==> config.mk <==
export PLATFORM = sky130hd
export DESIGN_NAME = ceh_event_unit
export DESIGN_NICKNAME = d
export VERILOG_FILES = /design/src/design/ceh_pkg.sv /design/src/design/ceh_event_unit.sv /design/src/design/ceh_stack_mem.sv
export SDC_FILE = /design/constraint.sdc
export NUM_CORES = 2
export LEC_CHECK = 0
export BUFFER_PORTS_ARGS = -buffer_cell sky130_fd_sc_hd__buf_2
export CAP_MARGIN = 10
export CORE_MARGIN = 3
export CORE_UTILIZATION = 66
export DETAILED_ROUTE_END_ITERATION = 7
export GPL_ROUTABILITY_DRIVEN = 1
export HOLD_SLACK_MARGIN = 0.08
export PLACE_DENSITY_LB_ADDON = 0.05
export SLEW_MARGIN = 20
export SYNTH_ARGS = -nofsm -noshare
export SYNTH_HDL_FRONTEND = slang
export SYNTH_SLANG_ARGS = --single-unit
==> constraint.sdc <==
create_clock -name SYS_CLK_I -period 9.5 [get_ports SYS_CLK_I]
set_input_delay 1.425 -clock SYS_CLK_I [delete_from_list [all_inputs] [get_ports SYS_CLK_I]]
set_output_delay 1.425 -clock SYS_CLK_I [all_outputs]
set_load 0.02 [all_outputs]
==> src/design/ceh_pkg.sv <==
// Constants, status-register layout, event table and state type of the event unit
package ceh_pkg;

    // ********************************************************************
    // Reset values and status-register fields
    // ********************************************************************
    localparam logic [31:0] RESET_ADDR = 32'h8000_0000;
    localparam logic [31:0] SR_RESET = 32'h0061_0000;   // Supervisor, EM and GM set
    localparam int SR_GM = 16;                           // global_mask_bit
    localparam int SR_I0M = 17;                          // irq_level0_mask, levels 1..3 follow
    localparam int SR_EM = 21;                           // exception_mask_bit
    localparam int SR_M_LSB = 22;                        // Three mode bits
    localparam int SR_D = 26;                            // Debug state
    localparam int SR_DM = 27;                           // debug_entry_mask

    // ********************************************************************
    // Mode codes, one per execution context
    // ********************************************************************
    localparam logic [2:0] MODE_APP = 3'h0;
    localparam logic [2:0] MODE_SUP = 3'h1;
    localparam logic [2:0] MODE_IRQ_LEVEL_0 = 3'h2;
    localparam logic [2:0] MODE_IRQ_LEVEL_3 = 3'h5;
    localparam logic [2:0] MODE_EXC = 3'h6;
    localparam logic [2:0] MODE_NMI = 3'h7;

    // ********************************************************************
    // Event indices, index 0 is the highest priority
    // ********************************************************************
    localparam int EVT_NUM = 26;
    localparam int EVT_NMI = 4;                          // 0..4 can never be masked
    localparam int EVT_IRQ3 = 5;
    localparam int EVT_IRQ0 = 8;
    localparam logic [25:0] EVT_SYNC = 26'h1F8_FE0F;     // Pipeline-reported, in use
    localparam int IRQ_OFFS_W = 14;
    localparam logic [31:0] SCALL_OFFS = 32'h0000_0100;

    // ********************************************************************
    // Register map on the Avalon slave (byte addresses)
    // ********************************************************************
    localparam logic [4:0] REG_SR = 5'h00;
    localparam logic [4:0] REG_VB = 5'h04;
    localparam logic [4:0] REG_SSP = 5'h08;
    localparam logic [4:0] REG_STAT = 5'h0C;

    // ********************************************************************
    // Sequencer states
    // ********************************************************************
    typedef enum logic [5:0] {
        ST_RST = 6'h01,
        ST_IDLE = 6'h02,
        ST_PUSH = 6'h04,
        ST_JUMP = 6'h08,
        ST_POP_A = 6'h10,
        ST_POP_D = 6'h20
    } ceh_state_type;

    // Fixed handler offset of each non-autovectored event
    function automatic logic [31:0] evt_offs(input logic [4:0] idx);
        case (idx)
            5'h01: evt_offs = 32'h0000_0004;
            5'h02: evt_offs = 32'h0000_0008;
            5'h03: evt_offs = 32'h0000_000C;
            5'h04: evt_offs = 32'h0000_0010;
            5'h09: evt_offs = 32'h0000_0014;
            5'h0A: evt_offs = 32'h0000_0050;
            5'h0B: evt_offs = 32'h0000_0018;
            5'h0C: evt_offs = 32'h0000_001C;
            5'h0D: evt_offs = 32'h0000_0020;
            5'h0E: evt_offs = 32'h0000_0024;
            5'h0F: evt_offs = 32'h0000_0028;
            5'h13: evt_offs = 32'h0000_0034;
            5'h14: evt_offs = 32'h0000_0038;
            5'h15: evt_offs = 32'h0000_0060;
            5'h16: evt_offs = 32'h0000_0070;
            5'h17: evt_offs = 32'h0000_003C;
            5'h18: evt_offs = 32'h0000_0040;
            default: evt_offs = 32'h0000_0000;
        endcase
    endfunction

endpackage

==> src/design/ceh_event_unit.sv <==
// Event acceptance, context save/restore and handler dispatch of the core
// What this block does
// - Higher-priority pending events preempt handling of lower-priority ones.
// - Handlers sit at fixed offsets from the vector base, mostly four bytes apart.
// - Autovector offset from the interrupt controller is 14 bits wide.
// - Handler address is vector base OR offset, never their sum.
// - Event acceptance runs as one uninterruptible sequence.
// - Masked events are not accepted; level, exception and global masks gate classes.
// - NMI, unrecoverable, MPU multiple hit and bus errors ignore all masks.
// - Interrupt acceptance sets masks of its own and lower levels; other events set all masks.
// - Acceptance pushes status and PC, plus R8-R12 and LR for interrupts.
// - Accepting an exception sets exception and global mask bits.
// - After saving, mode and bank follow the event and PC takes handler.
// - Event return pops status and PC, plus R8-R12 and LR for interrupts.
// - Supervisor call pushes return address and status; its return restores both.
// - External interrupts use autovectored entries relative to the vector base.
// - After reset fetching starts at the fixed reset address.
// - Events of the oldest pipeline instruction are handled first.
// - Debug entry is suppressed while the debug-entry mask is set.
//
// The Avalon-MM register port and the register offsets were chosen for this implementation.
`timescale 1ns/1ps
module ceh_event_unit
    import ceh_pkg::*;
#(
    parameter int STACK_AW = 6
) (
    input wire logic SYS_CLK_I,                  // Core clock, 20 MHz
    input wire logic ARST_N_I,                   // Asynchronous reset, active low
    input wire logic [4:0] AVS_ADDRESS_I,        // Avalon byte address
    input wire logic AVS_READ_I,                 // Avalon read
    input wire logic AVS_WRITE_I,                // Avalon write
    input wire logic [31:0] AVS_WRITEDATA_I,     // Avalon write data
    input wire logic [3:0] AVS_BYTEENABLE_I,     // Avalon byte enables
    output logic [31:0] AVS_READDATA_O,          // Avalon read data
    output logic AVS_WAITREQUEST_O,              // Avalon wait request
    input wire logic [25:0] EXC_OLD_I,           // Exceptions of oldest instruction
    input wire logic [25:0] EXC_YNG_I,           // Exceptions of younger instruction
    input wire logic NMI_I,                      // Non-maskable interrupt request
    input wire logic [3:0] IRQ_I,                // Interrupt level requests
    input wire logic [13:0] IRQ_OFFS_I,          // Autovector offset of top level
    input wire logic DBG_REQ_I,                  // Debug request
    input wire logic [31:0] DBG_ADDR_I,          // Debug handler address
    input wire logic RETE_I,                     // Event return instruction
    input wire logic RETS_I,                     // Supervisor return instruction
    input wire logic SCALL_I,                    // Supervisor call instruction
    input wire logic RETD_I,                     // Debug return instruction
    input wire logic [31:0] CTX_PC_I,            // Return address of current context
    input wire logic [31:0] CTX_GPR_I,           // Register selected by GPR_SEL_O
    output logic [2:0] GPR_SEL_O,                // 0..4 R8..R12, 5 LR
    output logic GPR_WE_O,                       // Restore strobe for GPR_SEL_O
    output logic [31:0] GPR_WDATA_O,             // Restored register value
    output logic [31:0] PC_O,                    // Program counter to load
    output logic PC_LOAD_O,                      // Load pulse for PC_O
    output logic [31:0] SR_O,                    // Status register
    output logic [2:0] BANK_O,                   // Register bank select
    output logic BUSY_O,                         // Sequence running, stall pipeline
    output logic ACK_O,                          // Event accepted pulse
    output logic [4:0] ACK_EVT_O,                // Index of accepted event
    output logic [3:0] IRQ_ACK_O,                // Per-level acceptance pulse
    output logic DBG_ENTER_O                     // Debug entry pulse
);

    // ********************************************************************
    // State
    // ********************************************************************
    ceh_state_type state_ff, nxt_state;
    logic [31:0] sr_ff, vb_ff, sp_ff, pc_ff, tgt_ff, nsr_ff, rpc_ff;
    logic [31:0] drsr_ff, drar_ff, rdata_ff;
    logic [4:0] evt_ff;
    logic [2:0] cnt_ff, last_ff;
    logic pc_load_ff, dbg_ff, rsp_ff, evtk_ff;

    // ********************************************************************
    // Register bus decode
    // ********************************************************************
    function automatic logic [31:0] be_merge(input logic [31:0] old_v,
                                             input logic [31:0] new_v,
                                             input logic [3:0] be);
        logic [31:0] res;
        res = old_v;
        for (int b = 0; b < 4; b++) begin
            if (be[b]) begin
                res[8*b +: 8] = new_v[8*b +: 8];
            end
        end
        return res;
    endfunction

    // One wait cycle per access in idle, more while a sequence runs; writes land at the edge waitrequest is low
    wire acc = AVS_READ_I | AVS_WRITE_I;
    wire sw_wr = AVS_WRITE_I & rsp_ff;
    wire wr_sr = sw_wr & (AVS_ADDRESS_I == REG_SR);
    wire wr_vb = sw_wr & (AVS_ADDRESS_I == REG_VB);
    wire wr_sp = sw_wr & (AVS_ADDRESS_I == REG_SSP);
    wire idle = (state_ff == ST_IDLE);
    wire [31:0] stat_w = {19'h0_0000, evt_ff, 7'h00, ~idle};
    wire [31:0] rd_w = (AVS_ADDRESS_I == REG_SR) ? sr_ff :
                       (AVS_ADDRESS_I == REG_VB) ? vb_ff :
                       (AVS_ADDRESS_I == REG_SSP) ? sp_ff :
                       (AVS_ADDRESS_I == REG_STAT) ? stat_w : 32'h0000_0000;
    assign AVS_WAITREQUEST_O = acc & ~rsp_ff;
    assign AVS_READDATA_O = rdata_ff;

    // ********************************************************************
    // Event gathering and masking
    // ********************************************************************
    wire [2:0] mode = sr_ff[SR_M_LSB +: 3];
    wire old_any = |(EXC_OLD_I & EVT_SYNC);
    // Oldest instruction wins even over higher-priority younger events
    wire [25:0] sync_req = (old_any ? EXC_OLD_I : EXC_YNG_I) & EVT_SYNC;
    wire [25:0] req = sync_req | {17'h0_0000, IRQ_I[0], IRQ_I[1], IRQ_I[2], IRQ_I[3],
                                  NMI_I, 4'h0};
    logic [25:0] ok;

    // Acceptability per event: critical ones bypass masks, others gated
    for (genvar i = 0; i < EVT_NUM; i++) begin : g_ok
        if (i < EVT_NMI) begin : g_crit
            assign ok[i] = req[i];
        end else if (i == EVT_NMI) begin : g_nmi
            assign ok[i] = req[i] & (mode != MODE_NMI);
        end else if (i <= EVT_IRQ0) begin : g_irq
            localparam logic [2:0] LM = MODE_IRQ_LEVEL_0 + 3'(EVT_IRQ0 - i);
            assign ok[i] = req[i] & ~sr_ff[SR_GM] & ~sr_ff[SR_I0M + EVT_IRQ0 - i]
                           & (mode < LM);
        end else begin : g_exc
            assign ok[i] = req[i] & ~sr_ff[SR_EM];
        end
    end

    // Priority encoder, lowest index wins
    logic [4:0] sel;
    always_comb begin
        sel = 5'h00;
        for (int i = EVT_NUM - 1; i >= 0; i--) begin
            if (ok[i]) begin
                sel = 5'(i);
            end
        end
    end
    wire found = |ok;
    wire sel_irq = (sel >= 5'(EVT_IRQ3)) & (sel <= 5'(EVT_IRQ0));
    wire [4:0] lvl_w = 5'(EVT_IRQ0) - sel;
    wire [1:0] lvl = lvl_w[1:0];

    // Handler address: table offset or autovector, ORed onto the base
    wire [31:0] offs_w = sel_irq ? {18'h0_0000, IRQ_OFFS_I} : evt_offs(sel);
    wire [31:0] tgt_w = vb_ff | offs_w;

    // New status on acceptance: mode, plus masks of equal or lower levels for interrupts, all masks otherwise
    logic [31:0] nsr_evt;
    always_comb begin
        nsr_evt = sr_ff;
        if (sel_irq) begin
            nsr_evt[SR_M_LSB +: 3] = MODE_IRQ_LEVEL_0 + {1'b0, lvl};
            for (int j = 0; j < 4; j++) begin
                if (2'(j) <= lvl) begin
                    nsr_evt[SR_I0M + j] = 1'b1;
                end
            end
        end else begin
            nsr_evt[SR_M_LSB +: 3] = (sel == 5'(EVT_NMI)) ? MODE_NMI : MODE_EXC;
            nsr_evt[SR_I0M +: 4] = 4'hF;
            nsr_evt[SR_EM] = 1'b1;
            nsr_evt[SR_GM] = 1'b1;
        end
    end

    // ********************************************************************
    // Start decisions in idle; a bus write in flight holds events one cycle
    // ********************************************************************
    wire idle_ok = idle & ~rsp_ff;
    wire go_dbg = DBG_REQ_I & ~sr_ff[SR_DM] & ~sr_ff[SR_D];
    wire t_dbg = idle_ok & go_dbg;
    wire t_evt = idle_ok & ~go_dbg & found;
    wire t_cmd = idle_ok & ~go_dbg & ~found;
    wire t_retd = t_cmd & RETD_I & sr_ff[SR_D];
    wire t_rete = t_cmd & ~t_retd & RETE_I;
    wire t_rets = t_cmd & ~t_retd & ~RETE_I & RETS_I;
    wire t_scall = t_cmd & ~t_retd & ~RETE_I & ~RETS_I & SCALL_I;
    wire in_irq = (mode >= MODE_IRQ_LEVEL_0) & (mode <= MODE_IRQ_LEVEL_3);
    logic [31:0] nsr_sc;
    always_comb begin
        nsr_sc = sr_ff;
        if (mode == MODE_APP) begin
            nsr_sc[SR_M_LSB +: 3] = MODE_SUP;
        end
    end

    // ********************************************************************
    // Stack datapath
    // ********************************************************************
    wire [2:0] pi = last_ff - cnt_ff;
    wire [2:0] cm2 = cnt_ff - 3'h2;
    wire [2:0] pm2 = pi - 3'h2;
    wire [31:0] sp_dec = sp_ff - 32'h0000_0004;
    wire [31:0] sp_inc = sp_ff + 32'h0000_0004;
    wire [31:0] push_w = (cnt_ff == 3'h0) ? rpc_ff :
                         (cnt_ff == 3'h1) ? sr_ff : CTX_GPR_I;
    wire [31:0] pop_w;
    wire pushing = (state_ff == ST_PUSH);
    wire pop_d = (state_ff == ST_POP_D);

    ceh_stack_mem #(
        .AW(STACK_AW),
        .DW(32)
    ) u_stack (
        .clk_i(SYS_CLK_I),
        .arst_n_i(ARST_N_I),
        .we_i(pushing),
        .waddr_i(sp_dec[STACK_AW+1:2]),
        .wdata_i(push_w),
        .raddr_i(sp_ff[STACK_AW+1:2]),
        .rdata_o(pop_w)
    );

    // Register file side of save and restore
    assign GPR_SEL_O = pushing ? cm2 : pm2;
    assign GPR_WE_O = pop_d & (pi >= 3'h2);
    assign GPR_WDATA_O = pop_w;

    // ********************************************************************
    // Sequencer: push, jump and pop run without admitting other events
    // ********************************************************************
    always_comb begin
        nxt_state = state_ff;
        case (state_ff)
            ST_RST: nxt_state = ST_IDLE;
            ST_IDLE: begin
                if (t_evt | t_scall) begin
                    nxt_state = ST_PUSH;
                end else if (t_rete | t_rets) begin
                    nxt_state = ST_POP_A;
                end
            end
            ST_PUSH: nxt_state = (cnt_ff == last_ff) ? ST_JUMP : ST_PUSH;
            ST_JUMP: nxt_state = ST_IDLE;
            ST_POP_A: nxt_state = ST_POP_D;
            ST_POP_D: nxt_state = (cnt_ff == last_ff) ? ST_IDLE : ST_POP_A;
            default: nxt_state = ST_IDLE;
        endcase
    end

    // State register
    always_ff @(posedge SYS_CLK_I or negedge ARST_N_I) begin
        if (!ARST_N_I) begin
            state_ff <= ST_RST;
        end else begin
            state_ff <= nxt_state;
        end
    end

    // Word counter of push and pop
    always_ff @(posedge SYS_CLK_I or negedge ARST_N_I) begin
        if (!ARST_N_I) begin
            cnt_ff <= 3'h0;
        end else if (idle) begin
            cnt_ff <= 3'h0;
        end else if (pushing | pop_d) begin
            cnt_ff <= cnt_ff + 3'h1;
        end
    end

    // Capture of the accepted event or call
    always_ff @(posedge SYS_CLK_I or negedge ARST_N_I) begin
        if (!ARST_N_I) begin
            evt_ff <= 5'h00;
            tgt_ff <= 32'h0000_0000;
            nsr_ff <= SR_RESET;
            rpc_ff <= 32'h0000_0000;
            last_ff <= 3'h1;
            evtk_ff <= 1'b0;
        end else if (t_evt) begin
            evt_ff <= sel;
            tgt_ff <= tgt_w;
            nsr_ff <= nsr_evt;
            rpc_ff <= CTX_PC_I;
            last_ff <= sel_irq ? 3'h7 : 3'h1;
            evtk_ff <= 1'b1;
        end else if (t_scall) begin
            tgt_ff <= vb_ff | SCALL_OFFS;
            nsr_ff <= nsr_sc;
            rpc_ff <= CTX_PC_I;
            last_ff <= 3'h1;
            evtk_ff <= 1'b0;
        end else if (t_rete | t_rets) begin
            last_ff <= (t_rete & in_irq) ? 3'h7 : 3'h1;
        end
    end

    // System stack pointer
    always_ff @(posedge SYS_CLK_I or negedge ARST_N_I) begin
        if (!ARST_N_I) begin
            sp_ff <= 32'h0000_0000;
        end else if (wr_sp) begin
            sp_ff <= be_merge(sp_ff, AVS_WRITEDATA_I, AVS_BYTEENABLE_I);
        end else if (pushing) begin
            sp_ff <= sp_dec;
        end else if (pop_d) begin
            sp_ff <= sp_inc;
        end
    end

    // Status register
    always_ff @(posedge SYS_CLK_I or negedge ARST_N_I) begin
        if (!ARST_N_I) begin
            sr_ff <= SR_RESET;
        end else if (wr_sr) begin
            sr_ff <= be_merge(sr_ff, AVS_WRITEDATA_I, AVS_BYTEENABLE_I);
        end else if (state_ff == ST_JUMP) begin
            sr_ff <= nsr_ff;
        end else if (pop_d & (pi == 3'h1)) begin
            sr_ff <= pop_w;
        end else if (t_dbg) begin
            sr_ff <= {sr_ff[31:27], 1'b1, sr_ff[25], MODE_EXC, sr_ff[21:0]};
        end else if (t_retd) begin
            sr_ff <= drsr_ff;
        end
    end

    // Program counter and its load pulse
    always_ff @(posedge SYS_CLK_I or negedge ARST_N_I) begin
        if (!ARST_N_I) begin
            pc_ff <= 32'h0000_0000;
            pc_load_ff <= 1'b0;
        end else begin
            pc_load_ff <= (state_ff == ST_RST) | (state_ff == ST_JUMP) | t_dbg | t_retd
                          | (pop_d & (pi == 3'h0));
            if (state_ff == ST_RST) begin
                pc_ff <= RESET_ADDR;
            end else if (state_ff == ST_JUMP) begin
                pc_ff <= tgt_ff;
            end else if (pop_d & (pi == 3'h0)) begin
                pc_ff <= pop_w;
            end else if (t_dbg) begin
                pc_ff <= DBG_ADDR_I;
            end else if (t_retd) begin
                pc_ff <= drar_ff;
            end
        end
    end

    // Vector base and debug return registers
    always_ff @(posedge SYS_CLK_I or negedge ARST_N_I) begin
        if (!ARST_N_I) begin
            vb_ff <= 32'h0000_0000;
            drsr_ff <= 32'h0000_0000;
            drar_ff <= 32'h0000_0000;
            dbg_ff <= 1'b0;
        end else begin
            dbg_ff <= t_dbg;
            if (wr_vb) begin
                vb_ff <= be_merge(vb_ff, AVS_WRITEDATA_I, AVS_BYTEENABLE_I);
            end
            if (t_dbg) begin
                drsr_ff <= sr_ff;
                drar_ff <= CTX_PC_I;
            end
        end
    end

    // Bus answer phase and read data
    always_ff @(posedge SYS_CLK_I or negedge ARST_N_I) begin
        if (!ARST_N_I) begin
            rsp_ff <= 1'b0;
            rdata_ff <= 32'h0000_0000;
        end else begin
            rsp_ff <= acc & ~rsp_ff & idle;
            if (AVS_READ_I & ~rsp_ff) begin
                rdata_ff <= rd_w;
            end
        end
    end

    // ********************************************************************
    // Outputs; sources drop their request on the acknowledge
    // ********************************************************************
    assign PC_O = pc_ff;
    assign PC_LOAD_O = pc_load_ff;
    assign SR_O = sr_ff;
    assign BANK_O = mode;
    assign BUSY_O = ~idle;
    assign ACK_O = (state_ff == ST_JUMP) & evtk_ff;
    assign ACK_EVT_O = evt_ff;
    assign DBG_ENTER_O = dbg_ff;
    for (genvar l = 0; l < 4; l++) begin : g_iack
        assign IRQ_ACK_O[l] = ACK_O & (evt_ff == 5'(EVT_IRQ0 - l));
    end

endmodule

==> src/design/ceh_stack_mem.sv <==
// Small system-stack memory with registered read data
`timescale 1ns/1ps
module ceh_stack_mem #(
    parameter int AW = 6,
    parameter int DW = 32
) (
    input wire logic clk_i,              // Core clock
    input wire logic arst_n_i,           // Asynchronous reset, active low
    input wire logic we_i,               // Write strobe
    input wire logic [AW-1:0] waddr_i,   // Write word address
    input wire logic [DW-1:0] wdata_i,   // Write data
    input wire logic [AW-1:0] raddr_i,   // Read word address
    output logic [DW-1:0] rdata_o        // Read data, one cycle after address
);

    logic [DW-1:0] mem_ff [2**AW];

    // Storage array, no reset needed
    always_ff @(posedge clk_i) begin
        if (we_i) begin
            mem_ff[waddr_i] <= wdata_i;
        end
    end

    // Registered read port
    always_ff @(posedge clk_i or negedge arst_n_i) begin
        if (!arst_n_i) begin
            rdata_o <= '0;
        end else begin
            rdata_o <= mem_ff[raddr_i];
        end
    end

endmodule

**Yosys cells after proc, flatten, opt, wreduce, memory -nomap -nowiden**

Memories as Yosys holds them, arrays and structs flattened. A register that Yosys moved wholly into a read port is not among the register bits.
Cells that the tools add are included.

- Bits in writable memories: 2048
- ROM bits: 160
- Register bits: 341
- Latch bits: 0
- Word-level logic and storage cells: 280
- Output and inout port bits: 149
- Input port bits: 217
- Memories kept: 2

- Equality and inequality tests: 28
- Reductions and logical operators: 28
- Add/subtract/negate cells: 8
- Mux-type cells: 84
- Div/mod/pow operators: 0
- Bitwise gates (word level): 88
- Order comparisons: 13
- Shifts and indexed selects: 0
- Multiply operators: 0

Memory list:

| memory | words | bits a word | read ports | clocked after memory_dff | wr ports | RTL line | RTL |
|---|---|---|---|---|---|---|---|
| u_stack.mem_ff | 64 | 32 | 1 | 1 | 1 | ceh_stack_mem.sv:16 | `logic [DW-1:0] mem_ff [2**AW];` |
| (no name shown) | 32 | 5 | 1 | 0 | 0 | ceh_pkg.sv:59 | `case (idx)` |

Operators with widths:

| cell | number |
|---|---|
| 2-to-1 mux 32 bit | 25 |
| 2-to-1 mux 5 bit | 27 |
| AND 1 bit | 62 |
| adder 32 x 3 -> 32 bit (second input constant) | 1 |
| 2-to-1 mux 8 bit | 4 |
| bitwise OR 32 bit | 1 |
| subtractor 32 x 3 -> 32 bit (second input constant) | 1 |
| 2-to-1 mux 3 bit | 10 |
| OR reduction 26 bit | 1 |
| == test 5 x 3 -> 1 bit (second input constant) | 5 |
| 2-to-1 mux 25 bit | 1 |
| bitwise OR 25 x 9 -> 25 bit | 1 |
| one-hot mux 6 bit (4 select lines) | 1 |
| AND reduction 2 bit | 10 |
| OR reduction 17 bit | 1 |
| != test 2 bit (second input constant) | 8 |
| == test 5 x 4 -> 1 bit (second input constant) | 3 |
| inverter 1 bit | 15 |
| 2-to-1 mux 13 bit | 1 |
| 2-to-1 mux 6 bit | 2 |
| AND reduction 3 bit | 4 |
| 2-to-1 mux 1 bit | 11 |
| nonzero test 5 bit | 2 |
| zero test 3 bit | 3 |
| 32 further kinds | 49 |

**Logic depth before layout (Yosys ltp)**

- Word-level depth: 34
- Mapped depth: 15
- Mapped depth without buffers: 12

**Modules after synthesis**

A second synthesis with hierarchy kept.

- Cell total of the unflattened synthesis: 5424
- Area total of the unflattened synthesis: 97257.0 sq um

By module, submodules not included:

| module | times used | sequential area each (sq um) | cells an instance | area an instance (sq um) |
|---|---|---|---|---|
| ceh_stack_mem | 1 | 62299.8 | 3325 | 78669.2 |
| ceh_event_unit | 1 | 8491.9 | 2099 | 18587.8 |

**Least setup slack after synthesis**

No wires, ideal clock.

- Path type: register to register
- Start point: reg sp_ff[2]
- End point: mem u_stack.mem_ff[16][0], enable pin
- Setup slack: 4.642 ns
- Data required time: 9.079 ns
- Cell stages (with the launch flop): 15
- Buffers on the path: 6
- Arrival: 4.437 ns
- Setup time: 0.421 ns
- Clock period less this slack: 4.858 ns
- Cell sequence: dfrtp_1 > clkbuf_1 > buf_2 > buf_1 > clkbuf_1 > inv_1 > ha_1 > clkbuf_1 > o21ai_0 > o21ai_0 > a21oi_1 > a31oi_1 > or2_2 > clkbuf_1 > nor2_1

- Longest elaborated chain between the ends: 1

Ends and longest elaborated chain:

| item | RTL line | RTL |
|---|---|---|
| start, declared | ceh_event_unit.sv:68 | `logic [31:0] sr_ff, vb_ff, sp_ff, pc_ff, tgt_ff, nsr_ff, rpc_ff;` |
| start signal, assigned | ceh_event_unit.sv:296 | `sp_ff <= be_merge(sp_ff, AVS_WRITEDATA_I, AVS_BYTEENABLE_I);` |
| start signal, assigned | ceh_event_unit.sv:298 | `sp_ff <= sp_dec;` |
| start signal, assigned | ceh_event_unit.sv:300 | `sp_ff <= sp_inc;` |
| subtractor 32 x 3 -> 32 bit | ceh_event_unit.sv:196 | `wire [31:0] sp_dec = sp_ff - 32'h0000_0004;` |
| end, declared | ceh_stack_mem.sv:16 |  |

No other way between the ends.

**Worst setup path in the final report**

- Start point: in EXC_OLD_I[21]
- End point: reg last_ff[1]

- Longest elaborated chain between the ends: 33
- Elaborated cells between the ends (all ways): 65
- Those cells by class: order compare (2); mux (31); bitwise (29); reduce/logical (3)

Ends and longest elaborated chain:

| item | RTL line | RTL |
|---|---|---|
| start, declared | ceh_event_unit.sv:37 | `input wire logic [25:0] EXC_OLD_I,` |
| OR reduction 17 bit | ceh_event_unit.sv:109 | `wire old_any = \|(EXC_OLD_I & EVT_SYNC);` |
| 2-to-1 mux 25 bit (*) | ceh_event_unit.sv:111 | `wire [25:0] sync_req = (old_any ? EXC_OLD_I : EXC_YNG_I) & EVT_SYNC;` |
| bitwise OR 25 x 9 -> 25 bit (*) | ceh_event_unit.sv:112 | `wire [25:0] req = sync_req \| {17'h0_0000, IRQ_I[0], IRQ_I[1], IRQ_I[2], IRQ_I[3],` |
| AND 1 bit | ceh_event_unit.sv:127 | `assign ok[i] = req[i] & ~sr_ff[SR_EM];` |
| 2-to-1 mux 5 bit (25 in series) | ceh_event_unit.sv:136 | `if (ok[i]) begin` |
| >= comparator 5 x 3 -> 1 bit / less-or-equal comparator 5 x 4 -> 1 bit (equally long branches) | ceh_event_unit.sv:142 | `wire sel_irq = (sel >= 5'(EVT_IRQ3)) & (sel <= 5'(EVT_IRQ0));` |
| AND 1 bit | ceh_event_unit.sv:142 |  |
| 2-to-1 mux 3 bit | ceh_event_unit.sv:278 | `last_ff <= sel_irq ? 3'h7 : 3'h1;` |
| 2-to-1 mux 3 bit | ceh_event_unit.sv:273 | `end else if (t_evt) begin` |
| end signal, assigned | ceh_event_unit.sv:278 |  |
| end signal, assigned | ceh_event_unit.sv:287 | `last_ff <= (t_rete & in_irq) ? 3'h7 : 3'h1;` |
| end, declared | ceh_event_unit.sv:71 | `logic [2:0] cnt_ff, last_ff;` |

Mark *: on every way between the ends. The rest lies on a longest branch, timed or not. The select of a mux whose other input is x is not followed.
A chain may end at the register's enable or synchronous reset.

==> results.toml <==
[run_status]
run_status = "completed"

[floorplanning]
core_area_um2 = 145000
die_w_um = 389
dieArea_um2 = 151000
die_y_um = 389
initial_core_util_pct = 66.9
fp-row-count = 139
io_pins = 366

[yosys]
synth_top_cell_by_area = "edfxtp_1"
ys_seq_area_share_pct = 73.1
synth_edf_count = 2048
yosys_warnings = 0
synth.distinct_cells = 89
synthesis.nets = 5285
ys_async_sr_fraction_pct = 15.3
synth-seq-cells = 2419
avgSynthCellArea_um2 = 19.2
yosys.area.top_type_share_pct = 63.5
synthCells = 5056
synth.top_cells.by_area = "edfxtp_1 64%, mux4_2 16%, dfrtp_1 9.4%"
ys.flop_type = "edfxtp_1"
netlist_area_um2 = 96800

[final_layout]
final_common_cell = "edfxtp_1"
largest_reg_flops = 2048
regMostFlops = "u_stack.mem_ff"
finalNonFillerCells = 7602
layout-area-overhead-vs-synth_pct = 13.0
fin_nets = 5717
fillCellCount = 7660
layout-drive-gt1-share_pct = 31.2
stdcell_area_um2 = 109000
mostFrequentLayoutCells = "2048 x edfxtp_1, 672 x mux4_2, 453 x nand2_1, 359 x dfrtp_1, 346 x buf_2"

[detailed_routing]
ant_nets = 0
wire_per_inst_um = 37.7
drc_errors = 0
highest_layer = "met5"
wl_met1_um = 97700
vias = 55100
drtPass1Iterations = 6
drtIter0Drc = 7607
via_per_inst = 7.25
route.met3.wl_um = 30000
routed_wl_um = 286000
dr_wl_met2_um = 140000

[cts]
cts_tree = "yes"
cts-resized-gates = 0
cts_made_buffers = 226
postCtsSetupBuffers = 0
clockBufferDepth = 3
clock_sinks = 2419
root_buffer = "clkbuf_16"
clk_pin_slew_ns = 0.06
clock_latency_ns = 0.85
cts_hold_buf = 0
h-tree-depth = 4

[timing]
maxSlewViolCount = 0
max_clock_freq_mhz = 200
min_period_ns = 5.01
setup-violations-final = 0
setup-tns-final_ns = 0
slew_headroom_pct = 23.2
skew_ns = 0.0378
period_share_pct = 52.7
holdWs_ns = 0.463
final_hold_viol_count = 0
rsz0062_at_grt = "no"
worst_pin_slew_ns = 1.15

[hold_path]
hold_class = "register to register"

[global_route]
grt.total_usage_pct = 38.6
grt-ovfl-total = 0
antenna_found_initial = 31
grt_first_pass_wirelength_um = 410000
grt_pass1_vias = 55500
grt_start_max_net_pins = 163

[pwr]
p_comb_share_pct = 29.1
power.leakage_nw = 37.0
power.switching_mw = 10.6
p_int_mw = 22.5
seq_power_share_pct = 43.6
p_per_area_nw_per_um2 = 302
ir_drop_mv = 0.280
power.share.clock_pct = 27.3
swShare_pct = 32.2

[worst_setup_path]
path_max_fanout = 18
worstSetupEndpointType = "register"
critPathMaxStageDelay_ns = 0.83
critPathLaunchType = "input port"
crit_path_cell_trace = "buf_2 -> nor4_2 -> and3_1 -> a31oi_1 -> a221o_1 -> a21oi_2 -> ha_1 -> nand3b_4 -> a21boi_4 -> a311oi_4 -> nand2_4 -> a22oi_1"
worst-setup-path-type = "input port to register"
crit_path_top_delay_cell = "a311oi_4"
critPathTopFamily = "compound AO/OA/AOI/OAI gates"
required_ns = 10.24
crit_arrival_ns = 5.75
worst-path-buf-inv = 1

[job]
drv_cap = 0

[place]
place_congestion = 0.969
placed_area_um2 = 102000
place_inst = 7163
portBuffers = 347
place_hpwl_um = 163000
## area by class of cell
type	instances	area [um^2]	share of cell area, %
inverters	21	80.1	0.0732
multi-input cells	2308	25700	23.5
diodes	21	52.6	0.0480
clock buffers	299	6220	5.69
well taps	1903	2380	2.18
flip-flops and latches	2419	70800	64.7
clock inverters	119	1170	1.07
repair buffers	512	3060	2.80
## logic make-up after synthesis
logic type                 count (synthesis)  synth area share (%)
other                                      1               0.00387
buffers and inverters                    329                  1.32
muxes                                    824                  17.3
adders and majority gates                 12                 0.155
DFF                                     2419                  73.1
xor gates and xnor gates                  11                0.0995
AOI/OAI and AO/OA                        566                  3.99
and+or+nand+nor                          894                  3.97
## through the flow
step / setup WS (ns) / util [%] / power [mW]
5_1_grt: 4.30 / 75.6 / 34.1
6_report: 4.49 / 75.6 / 33.1
3_3_place_gp: 3.64 / 70.5 / 23.6
4_1_cts: 4.56 / 75.6 / 33.1
3_5_place_dp: 3.69 / 70.5 / 23.9
2_1_floorplan: 4.64 / - / 20.5
## worst register-to-register path: cells and delay by family, from the launching register on
| family | cells | cell delay [ns] |
|---|---|---|
| adder cells (fa/ha/maj) | 1 | 0.42 |
| flip-flops | 1 | 0.49 |
| AO/OA/AOI/OAI | 8 | 2.70 |
| AND/OR/NAND/NOR | 3 | 1.12 |
## layer usage
metal / vias to the layer above / global-route usage (%)
li1: 21500 / -
met1: 28500 / 50.7
met2: 4257 / 61.5
met3: 881 / 8.32
met4: 12 / 21.5
met5: - / 0
## power groups by stage
stage,logic [mW],clock network (mW),registers [mW]
after floorplan,5.94,0,14.6
after global placement,9.06,0,14.6
after detailed placement,9.28,0,14.6
after CTS,9.53,9.15,14.4
after global routing,10.1,9.50,14.5
final,9.62,9.05,14.4
## Yosys cell counts, drive strengths merged, types with 56 or more instances
cell type and number:
a21oi 90, a31oi 74, buf 77, clkbuf 231, dfrtp 364, edfxtp 2048, mux2 108, mux4 672
nand2 456, nor2 261, o211ai 56, o21ai 105
## final timing paths
path	startpoint	end	slack, ns	depth (start not counted)
min in group asynchronous	ARST_N_I	PC_O[29]	0.57	1
worst min-delay path	drsr_ff[31]	drsr_ff[31]	0.46	2
worst min register to register	drsr_ff[31]	drsr_ff[31]	0.46	2
worst max-delay path	EXC_OLD_I[21]	last_ff[1]	4.49	12
max in group asynchronous	ARST_N_I	AVS_READDATA_O[24]	6.48	3
worst max register to register	SR_O[16]	last_ff[1]	4.68	12
(Power assumes the default switching activity.)
